File: src/ais_pkg.sv
// constants and carrier types for the converter input select block
// assumes an apb master on the register side and analog muxes that
// take decoded input indices one cycle after a change
// Operation
// - buffer-size code n gives 2^n words per input, 1 to 128
// - buffer-size register bits 15 to 3 always read zero
// - sample B multi negative: 11 inputs 9-11, 10 inputs 6-8, 0x reference
// - sample A multi negative uses same coding at bits 2 to 1
// - sample B multi positive: one picks inputs 3-5, zero picks 0-2
// - sample A multi positive uses same mapping from bit 0
// - in 12-bit mode all multi-channel selects read zero and are unused
// - channel 0 negative: one is input 1, zero is reference; bits 7, 15
// - channel 0 positive code n selects input n; bits 4-0 and 12-8
// - 32-bit scan mask in high and low words; one includes input n
// - any mask bit settable; absent input converts the negative reference
// - pin config one: digital, port read on, mux grounded; zero: analog
// - all pin config bits read/write; bits without input have no effect
// - second unit has inputs 0-15 only and no high pin config register
// - mode bit one selects 12-bit single channel, zero 10-bit four channel
// - scan enable steps channel 0 positive through scan inputs in sample A
// - alternate mode uses sample A then B selects in turn, else always A
// - scatter/gather forms dma address from input index and buffer size
`default_nettype none
package ais_pkg;
  localparam int unsigned AIS_AW = 8;
  localparam int unsigned AIS_DW = 32;
  localparam logic [7:0] AIS_OFF_BUF_SIZE = 8'h00;
  localparam logic [7:0] AIS_OFF_CHS123   = 8'h04;
  localparam logic [7:0] AIS_OFF_CHS0     = 8'h08;
  localparam logic [7:0] AIS_OFF_SCAN_HI  = 8'h0C;
  localparam logic [7:0] AIS_OFF_SCAN_LO  = 8'h10;
  localparam logic [7:0] AIS_OFF_PIN_DIGITAL_SELECT_HI  = 8'h14;
  localparam logic [7:0] AIS_OFF_PIN_DIGITAL_SELECT_LO  = 8'h18;
  localparam logic [7:0] AIS_OFF_MODE     = 8'h1C;
  localparam logic [7:0] AIS_OFF_STATUS   = 8'h20;
  localparam logic [15:0] AIS_RST_VAL     = 16'h0000;
  localparam int unsigned AIS_BUF_W       = 3;
  localparam int unsigned AIS_M_NEG_B_LSB = 9;
  localparam int unsigned AIS_M_POS_B_BIT = 8;
  localparam int unsigned AIS_M_NEG_A_LSB = 1;
  localparam int unsigned AIS_M_POS_A_BIT = 0;
  localparam logic [15:0] AIS_M_IMPL_MASK = 16'h0707;
  localparam int unsigned AIS_C0_NEG_B_BIT = 15;
  localparam int unsigned AIS_C0_POS_B_LSB = 8;
  localparam int unsigned AIS_C0_NEG_A_BIT = 7;
  localparam int unsigned AIS_C0_POS_A_LSB = 0;
  localparam logic [15:0] AIS_C0_IMPL_MASK = 16'h9F9F;
  localparam int unsigned AIS_MD_WIDE  = 0;
  localparam int unsigned AIS_MD_SCAN  = 1;
  localparam int unsigned AIS_MD_ALT   = 2;
  localparam int unsigned AIS_MD_ORDER = 3;
  localparam int unsigned AIS_MD_W     = 4;
  localparam logic [1:0] AIS_NEG_HIGH = 2'b11;
  localparam logic [1:0] AIS_NEG_MID  = 2'b10;
  localparam logic [4:0] AIS_NEG_HIGH_BASE = 5'h09;
  localparam logic [4:0] AIS_NEG_MID_BASE  = 5'h06;
  localparam logic [4:0] AIS_POS_HIGH_BASE = 5'h03;
  localparam logic [4:0] AIS_POS_LOW_BASE  = 5'h00;
  localparam logic [4:0] AIS_C0_NEG_INPUT  = 5'h01;
  localparam int unsigned AIS_SECOND_UNIT_INPUTS = 16;

  typedef struct packed {
    logic            phase_b;
    logic [4:0]      ch0_pos;
    logic            ch0_pos_ref;
    logic            ch0_neg_in1;
    logic            multi_en;
    logic [2:0][4:0] multi_pos;
    logic [2:0][4:0] multi_neg;
    logic            multi_neg_ref;
  } ais_sel_t;
endpackage
`default_nettype wire

File: src/ais_input_select.sv
// converter input selection, scan sequencing and pin configuration
// assumes an apb3 master, conv_start pulses once per conversion and the
// dma side supplies the word index of each result within its input slot
`default_nettype none
module ais_input_select #(
  parameter int unsigned NUM_INPUTS  = 32,
  parameter bit          SECOND_UNIT = 1'b0
) (
  input  wire logic                     ref_clk,
  input  wire logic                     rst,
  input  wire logic                     psel,
  input  wire logic                     penable,
  input  wire logic                     pwrite,
  input  wire logic [ais_pkg::AIS_AW-1:0] paddr,
  input  wire logic [ais_pkg::AIS_DW-1:0] pwdata,
  output logic      [ais_pkg::AIS_DW-1:0] prdata,
  output logic                          pready,
  output logic                          pslverr,
  input  wire logic                     conv_start,
  input  wire logic [6:0]               dma_word_idx,
  output ais_pkg::ais_sel_t             sel_out,
  output logic      [31:0]              pin_digital,
  output logic      [7:0]               words_per_input,
  output logic      [11:0]              dma_addr
);
  // second unit reaches only the low sixteen inputs
  localparam int unsigned PHYS = SECOND_UNIT ?
    ((NUM_INPUTS < ais_pkg::AIS_SECOND_UNIT_INPUTS) ? NUM_INPUTS :
     ais_pkg::AIS_SECOND_UNIT_INPUTS) : NUM_INPUTS;

  logic [31:0] phys_mask;
  for (genvar i = 0; i < 32; i++) begin : g_phys
    assign phys_mask[i] = (i < PHYS);
  end

  logic [2:0]                  buf_code_q, buf_code_d;
  logic [15:0]                 multi_q, multi_d;
  logic [15:0]                 chan0_q, chan0_d;
  logic [31:0]                 scan_mask_q, scan_mask_d;
  logic [31:0]                 pin_digital_select_q, pin_digital_select_d;
  logic [ais_pkg::AIS_MD_W-1:0] mode_q, mode_d;
  logic [31:0]                 prdata_q, prdata_d;
  logic                        pready_q, pready_d;
  logic                        pslverr_q, pslverr_d;

  logic setup;
  logic wr_go;
  logic hit;
  logic wide;
  logic [31:0] status_word;
  assign setup = psel && !penable;
  assign wr_go = psel && penable && pready_q && pwrite && !pslverr_q;
  assign wide  = mode_q[ais_pkg::AIS_MD_WIDE];

  always_comb begin
    hit = 1'b1;
    unique case (paddr)
      ais_pkg::AIS_OFF_BUF_SIZE, ais_pkg::AIS_OFF_CHS123,
      ais_pkg::AIS_OFF_CHS0, ais_pkg::AIS_OFF_SCAN_HI,
      ais_pkg::AIS_OFF_SCAN_LO, ais_pkg::AIS_OFF_PIN_DIGITAL_SELECT_LO,
      ais_pkg::AIS_OFF_MODE, ais_pkg::AIS_OFF_STATUS: hit = 1'b1;
      ais_pkg::AIS_OFF_PIN_DIGITAL_SELECT_HI: hit = !SECOND_UNIT;
      default: hit = 1'b0;
    endcase
  end

  // bus answers in the first access cycle; data is captured at setup
  always_comb begin
    pready_d  = setup;
    pslverr_d = setup && !hit;
    prdata_d  = '0;
    if (setup && !pwrite) begin
      unique case (paddr)
        ais_pkg::AIS_OFF_BUF_SIZE: prdata_d = {29'h0, buf_code_q};
        ais_pkg::AIS_OFF_CHS123:
          prdata_d = wide ? 32'h0 : {16'h0, multi_q};
        ais_pkg::AIS_OFF_CHS0:    prdata_d = {16'h0, chan0_q};
        ais_pkg::AIS_OFF_SCAN_HI: prdata_d = {16'h0, scan_mask_q[31:16]};
        ais_pkg::AIS_OFF_SCAN_LO: prdata_d = {16'h0, scan_mask_q[15:0]};
        ais_pkg::AIS_OFF_PIN_DIGITAL_SELECT_HI:
          prdata_d = SECOND_UNIT ? 32'h0 : {16'h0, pin_digital_select_q[31:16]};
        ais_pkg::AIS_OFF_PIN_DIGITAL_SELECT_LO: prdata_d = {16'h0, pin_digital_select_q[15:0]};
        ais_pkg::AIS_OFF_MODE:    prdata_d = {28'h0, mode_q};
        ais_pkg::AIS_OFF_STATUS:  prdata_d = status_word;
        default:                  prdata_d = '0;
      endcase
    end
  end

  always_comb begin
    buf_code_d  = buf_code_q;
    multi_d     = multi_q;
    chan0_d     = chan0_q;
    scan_mask_d = scan_mask_q;
    pin_digital_select_d      = pin_digital_select_q;
    mode_d      = mode_q;
    if (wr_go) begin
      unique case (paddr)
        ais_pkg::AIS_OFF_BUF_SIZE: buf_code_d = pwdata[2:0];
        ais_pkg::AIS_OFF_CHS123:
          multi_d = pwdata[15:0] & ais_pkg::AIS_M_IMPL_MASK;
        ais_pkg::AIS_OFF_CHS0:
          chan0_d = pwdata[15:0] & ais_pkg::AIS_C0_IMPL_MASK;
        ais_pkg::AIS_OFF_SCAN_HI: scan_mask_d[31:16] = pwdata[15:0];
        ais_pkg::AIS_OFF_SCAN_LO: scan_mask_d[15:0] = pwdata[15:0];
        ais_pkg::AIS_OFF_PIN_DIGITAL_SELECT_HI: pin_digital_select_d[31:16] = pwdata[15:0];
        ais_pkg::AIS_OFF_PIN_DIGITAL_SELECT_LO: pin_digital_select_d[15:0] = pwdata[15:0];
        ais_pkg::AIS_OFF_MODE:    mode_d = pwdata[ais_pkg::AIS_MD_W-1:0];
        default: ;
      endcase
    end
  end

  always_ff @(posedge ref_clk or posedge rst) begin
    if (rst) begin
      buf_code_q  <= '0;
      multi_q     <= ais_pkg::AIS_RST_VAL;
      chan0_q     <= ais_pkg::AIS_RST_VAL;
      scan_mask_q <= '0;
      pin_digital_select_q      <= '0;
      mode_q      <= '0;
      prdata_q    <= '0;
      pready_q    <= 1'b0;
      pslverr_q   <= 1'b0;
    end else begin
      buf_code_q  <= buf_code_d;
      multi_q     <= multi_d;
      chan0_q     <= chan0_d;
      scan_mask_q <= scan_mask_d;
      pin_digital_select_q      <= pin_digital_select_d;
      mode_q      <= mode_d;
      prdata_q    <= prdata_d;
      pready_q    <= pready_d;
      pslverr_q   <= pslverr_d;
    end
  end
  assign prdata  = prdata_q;
  assign pready  = pready_q;
  assign pslverr = pslverr_q;

  // lowest selected input at or after 'from', wrapping; msb says found
  function automatic logic [5:0] scan_pick(input logic [31:0] m,
                                           input logic [4:0]  from);
    logic [5:0] r;
    logic [4:0] k;
    r = '0;
    for (int i = 31; i >= 0; i--) begin
      k = from + 5'(i);
      if (m[k]) r = {1'b1, k};
    end
    return r;
  endfunction

  logic        phase_b_q, phase_b_d;
  logic [4:0]  scan_ptr_q, scan_ptr_d;
  logic [11:0] order_cnt_q, order_cnt_d;
  logic [5:0]  pick;
  logic        scanning;
  logic [4:0]  cur_in;
  assign pick     = scan_pick(scan_mask_q, scan_ptr_q);
  assign scanning = mode_q[ais_pkg::AIS_MD_SCAN] && !phase_b_q && pick[5];
  assign status_word = {26'h0, phase_b_q, scan_ptr_q};

  always_comb begin
    phase_b_d   = phase_b_q;
    scan_ptr_d  = scan_ptr_q;
    order_cnt_d = order_cnt_q;
    if (!mode_q[ais_pkg::AIS_MD_ALT]) phase_b_d = 1'b0;
    if (conv_start) begin
      order_cnt_d = order_cnt_q + 12'h001;
      if (mode_q[ais_pkg::AIS_MD_ALT]) phase_b_d = !phase_b_q;
      if (scanning) scan_ptr_d = pick[4:0] + 5'h01;
    end
  end

  always_ff @(posedge ref_clk or posedge rst) begin
    if (rst) begin
      phase_b_q   <= 1'b0;
      scan_ptr_q  <= '0;
      order_cnt_q <= '0;
    end else begin
      phase_b_q   <= phase_b_d;
      scan_ptr_q  <= scan_ptr_d;
      order_cnt_q <= order_cnt_d;
    end
  end

  ais_pkg::ais_sel_t sel_q, sel_d;
  logic [31:0]       pin_dig_q, pin_dig_d;
  logic [7:0]        words_q, words_d;
  logic [11:0]       dma_addr_q, dma_addr_d;
  logic [11:0]       slot_mask;
  logic [1:0]        neg_code;
  logic              pos_hi;

  always_comb begin
    sel_d = '0;
    sel_d.phase_b = phase_b_q;
    if (scanning) begin
      cur_in = pick[4:0];
    end else if (phase_b_q) begin
      cur_in = chan0_q[ais_pkg::AIS_C0_POS_B_LSB +: 5];
    end else begin
      cur_in = chan0_q[ais_pkg::AIS_C0_POS_A_LSB +: 5];
    end
    sel_d.ch0_pos     = cur_in;
    sel_d.ch0_pos_ref = !phys_mask[cur_in];
    sel_d.ch0_neg_in1 = phase_b_q ? chan0_q[ais_pkg::AIS_C0_NEG_B_BIT]
                                  : chan0_q[ais_pkg::AIS_C0_NEG_A_BIT];
    neg_code = phase_b_q ? multi_q[ais_pkg::AIS_M_NEG_B_LSB +: 2]
                         : multi_q[ais_pkg::AIS_M_NEG_A_LSB +: 2];
    pos_hi   = phase_b_q ? multi_q[ais_pkg::AIS_M_POS_B_BIT]
                         : multi_q[ais_pkg::AIS_M_POS_A_BIT];
    sel_d.multi_en      = !wide;
    sel_d.multi_neg_ref = wide || !neg_code[1];
    for (int c = 0; c < 3; c++) begin
      sel_d.multi_pos[c] = wide ? 5'h00 : (pos_hi ?
        ais_pkg::AIS_POS_HIGH_BASE : ais_pkg::AIS_POS_LOW_BASE) + 5'(c);
      if (wide || !neg_code[1]) begin
        sel_d.multi_neg[c] = 5'h00;
      end else if (neg_code == ais_pkg::AIS_NEG_HIGH) begin
        sel_d.multi_neg[c] = ais_pkg::AIS_NEG_HIGH_BASE + 5'(c);
      end else begin
        sel_d.multi_neg[c] = ais_pkg::AIS_NEG_MID_BASE + 5'(c);
      end
    end
    // digital pins ground the mux; absent inputs are ignored
    pin_dig_d = pin_digital_select_q & phys_mask;
    words_d   = 8'h01 << buf_code_q;
    slot_mask = (12'h001 << buf_code_q) - 12'h001;
    dma_addr_d = dma_addr_q;
    if (conv_start) begin
      if (mode_q[ais_pkg::AIS_MD_ORDER]) begin
        dma_addr_d = order_cnt_q;
      end else begin
        dma_addr_d = ({7'h00, cur_in} << buf_code_q) |
                     ({5'h00, dma_word_idx} & slot_mask);
      end
    end
  end

  always_ff @(posedge ref_clk or posedge rst) begin
    if (rst) begin
      sel_q      <= '0;
      pin_dig_q  <= '0;
      words_q    <= 8'h01;
      dma_addr_q <= '0;
    end else begin
      sel_q      <= sel_d;
      pin_dig_q  <= pin_dig_d;
      words_q    <= words_d;
      dma_addr_q <= dma_addr_d;
    end
  end
  assign sel_out         = sel_q;
  assign pin_digital     = pin_dig_q;
  assign words_per_input = words_q;
  assign dma_addr        = dma_addr_q;
endmodule
`default_nettype wire

File: config.mk
export PLATFORM = sky130hd
export DESIGN_NAME = ais_input_select
export DESIGN_NICKNAME = d
export VERILOG_FILES = /design/src/ais_pkg.sv /design/src/ais_input_select.sv
export SDC_FILE = /design/constraint.sdc
export NUM_CORES = 1
export LEC_CHECK = 0
export BUFFER_PORTS_ARGS = -buffer_cell sky130_fd_sc_hd__buf_4
export CAP_MARGIN = 15
export CORE_MARGIN = 1
export CORE_UTILIZATION = 25
export CTS_BUF_LIST = sky130_fd_sc_hd__clkbuf_8
export DETAILED_ROUTE_END_ITERATION = 10
export SLEW_MARGIN = 20
export SYNTH_ARGS = -nofsm -noshare
export SYNTH_HDL_FRONTEND = slang
export SYNTH_SLANG_ARGS = --single-unit
export TNS_END_PERCENT = 5
File: constraint.sdc
create_clock -name ref_clk -period 7.3 [get_ports ref_clk]
set_clock_uncertainty 0.15 [all_clocks]
set_input_delay 0.365 -clock ref_clk [delete_from_list [all_inputs] [get_ports ref_clk]]
set_output_delay 0.365 -clock ref_clk [all_outputs]
set_load 0.01 [all_outputs]
==> metrics.cfg <==
[status]
status=completed

[critical_path]
crit_slowest_cell=mux4_2
ff2ff_setup_slack_ns=1.11
r2r_cells=14
cp_data_arrival_time_ns=6.44
end_kind=flip-flop
startpoint_type=flip-flop
critPathTopFamily=simple AND/OR/NAND/NOR gates
crit_cells=14
startpoint=scan_ptr_q[1]
required_ns=7.55
r2r-start=scan_ptr_q[1]
cp_max_fo=44
crit_chain=buf_4, ha_1, nand2_1, xnor2_1, mux4_2, mux2i_1, and2_1, nand4_1, nor4_2, a21boi_1, nor3b_1, a221o_1, a2bb2oi_1, a221oi_1
path_buf_inv=1
rr_endpoint=dma_addr[6]
crit_type=flip-flop to flip-flop
cp-endpoint=dma_addr[6]
slowest_delay_ns=0.71

[sta]
period_minus_slack_ns=6.19
rsz0062_at_grt=no
drv_slew=0
hold_viol=0
setup_tns_ns=0
setup_viol=0
timing.fmax_ghz=0.162
finalCritPeriodShare_pct=84.8
worst_slew_pin_slew_ns=1.21
relSlewSlack_pct=18.6

[place]
hpwl_mm=41.7
place_inst=2326
gp_congestion=0.997
port_buffers=133

[yosys]
postSynthRegisterBits=191
synth_area_per_cell_um2=10.2
yosysWarnings=0
ys_top_cells_by_area=dfrtp_1 31%, mux4_2 15%, mux2_2 8.8%, mux2i_1 5.1%, nand2_1 3.3%
synth_top_flop_cell=dfrtp_1
ys_seq_area_share_pct=31.4
yosysMostFrequentCell=dfrtp_1
async_flop_share_pct=100
syn_area_um2=15200
synth_common_cells=190 x dfrtp_1, 134 x nand2_1, 119 x mux2_2
synth_cells=1486
synth_edf_count=0
ys_types=99
yosys.area.top_type_share_pct=31.2
yosys.area.top_type=dfrtp_1

[layout]
fin_cells=2368
syn_to_final_growth_pct=13.9
drive_above_1_share_pct=29.7
nets=1641

[drt]
drt_first_iter_violations=1316
via_count=13400
drt_wl_total_mm=55.0
via_per_inst=5.66
dr.pass1.iters=6
postRouteAntennaNets=0
drcViolationCount=0
avgRoutedWirePerCell_um=23.2

[clock_network]
clkTransAtPathRegs_ns=0.11
cts.repair.resized=0
tritoncts=yes
cts_num_sinks=191
cts_htree_levels=4
numCtsBuffers=17
cts.path.max_buffers=2
clkLatencyLatePin_ns=0.49
cts_root_buffer=clkbuf_8
hold_buffers=10
postCtsSetupBuffers=0

[global_routing]
grt_usage_pct=17.4
grt_overflow=0
grt_pass1_wl_mm=83.4
grt_max_degree=131
grt.busiest_layer=met2
antenna_found_initial=1
grtUsageMet1_pct=22.8
use_met3_pct=2.51
grt_pass1_vias=13000
grtUsageMet2_pct=29.0

[floorplan]
core-area_um2=60200
die_x_um=249
die-area_um2=61900
die_h_um=249
start_util_pct=25.3
io_pins=179
rows=90

[run]
drv_cap=0

[min_path]
hp-start=psel
hold_class=primary input to flip-flop

[power]
ir_drop_uv=135
leakage_uw=0.00735
power_density_nw_per_um2=128

stage by stage:
step / hold WS, ns / setup slack (ns) / instance area (um2) / utilization, % / total power [uW]
after floorplan: 0.218 / 1.53 / 15300 / - / 1430
after global placement: 0.237 / 1.29 / 16900 / 28.0 / 1550
after detailed placement: 0.242 / 1.28 / 16900 / 28.0 / 1560
after CTS: 0.000608 / 1.25 / 17400 / 28.8 / 2240
after global routing: 0.00953 / 0.847 / 17400 / 28.8 / 2320
final: 0.0270 / 1.11 / 17400 / 28.8 / 2220
area by class of cell:
class	count	area (um2)
flip-flops and latches	191	4790
inverters	32	128
clock inverters	14	144
diodes	1	2.50
well taps	782	978
multi-input cells	1139	9610
clock buffers	17	234
fillers	6233	42900
repair buffers	192	1470
where the power goes:
| group | total (uW) | internal, uW | switching (uW) |
|---|---|---|---|
| Clock | 674 | 279 | 395 |
| Combinational | 423 | 163 | 260 |
| Sequential | 1130 | 1080 | 41.1 |
| Total | 2220 | 1530 | 696 |
worst register-to-register path, cell delays in order, from the launching register on:
cell and delay, ns:
dfrtp_4 0.41, buf_4 0.53, ha_1 0.46, nand2_1 0.15, xnor2_1 0.70, mux4_2 0.71
mux2i_1 0.48, and2_1 0.32, nand4_1 0.14, nor4_2 0.54, a21boi_1 0.33, nor3b_1 0.27
a221o_1 0.45, a2bb2oi_1 0.20, a221oi_1 0.28
registers in the layout, summed over array words and instances, names as in the netlist:
| signal | flops |
|---|---|
| buf_code_q | 3 |
| chan0_q | 12 |
| dma_addr | 12 |
| mode_q | 4 |
| multi_q | 6 |
| order_cnt_q | 12 |
| phase_b_q | 1 |
| pin_dig_d | 32 |
| pin_digital | 32 |
| prdata | 16 |
| pready | 1 |
| pslverr | 1 |
| scan_mask_q | 32 |
| scan_ptr_q | 5 |
| sel_out | 14 |
| words_per_input | 8 |
placed cells by master, fill, tap and decap left out, types with 10 or more instances in the layout:
cell	n
dfrtp_1	187
a21oi_1	61
mux2_2	119
and2_1	10
clkbuf_8	17
xnor2_1	38
buf_4	182
o21ai_0	55
nor4_1	10
dlygate4sd3_1	10
a211oi_1	11
o211ai_1	11
inv_1	24
a31oi_1	26
mux4_2	101
nand2b_1	10
mux2i_1	77
nor3_1	14
xor2_1	15
nand3_1	37
nand2_1	134
ha_1	15
nor2b_1	18
o22ai_1	18
a22oi_1	34
a222oi_1	12
a2111oi_0	14
nand4_1	13
nor2_1	90
conb_1	29
worst min path at each step:
stage | to | cells after the start
global placement | pin_digital[6] | 0
global route | pin_dig_d[23] | 2
finish | pready | 2
CTS | pready | 2
floorplan | pin_digital[14] | 0
detailed placement | pin_digital[9] | 0
cells by family after synthesis:
kind of cell / Yosys count / synth area share [%]
fa+ha+maj: 15 / 1.23
compound gates: 355 / 16.5
other cells: 1 / 0.0246
xor+xnor: 56 / 3.32
mux: 301 / 29.3
buf+inv: 184 / 6.23
simple gates: 383 / 12.0
flops: 191 / 31.4
layer usage:
metal  share of wire, %  vias up
li1                   -     5820
met1                 41     6746
met2                 48      744
met3                7.9       85
met4                3.1        0
met5                  0        -
(Power assumes the default switching activity.)
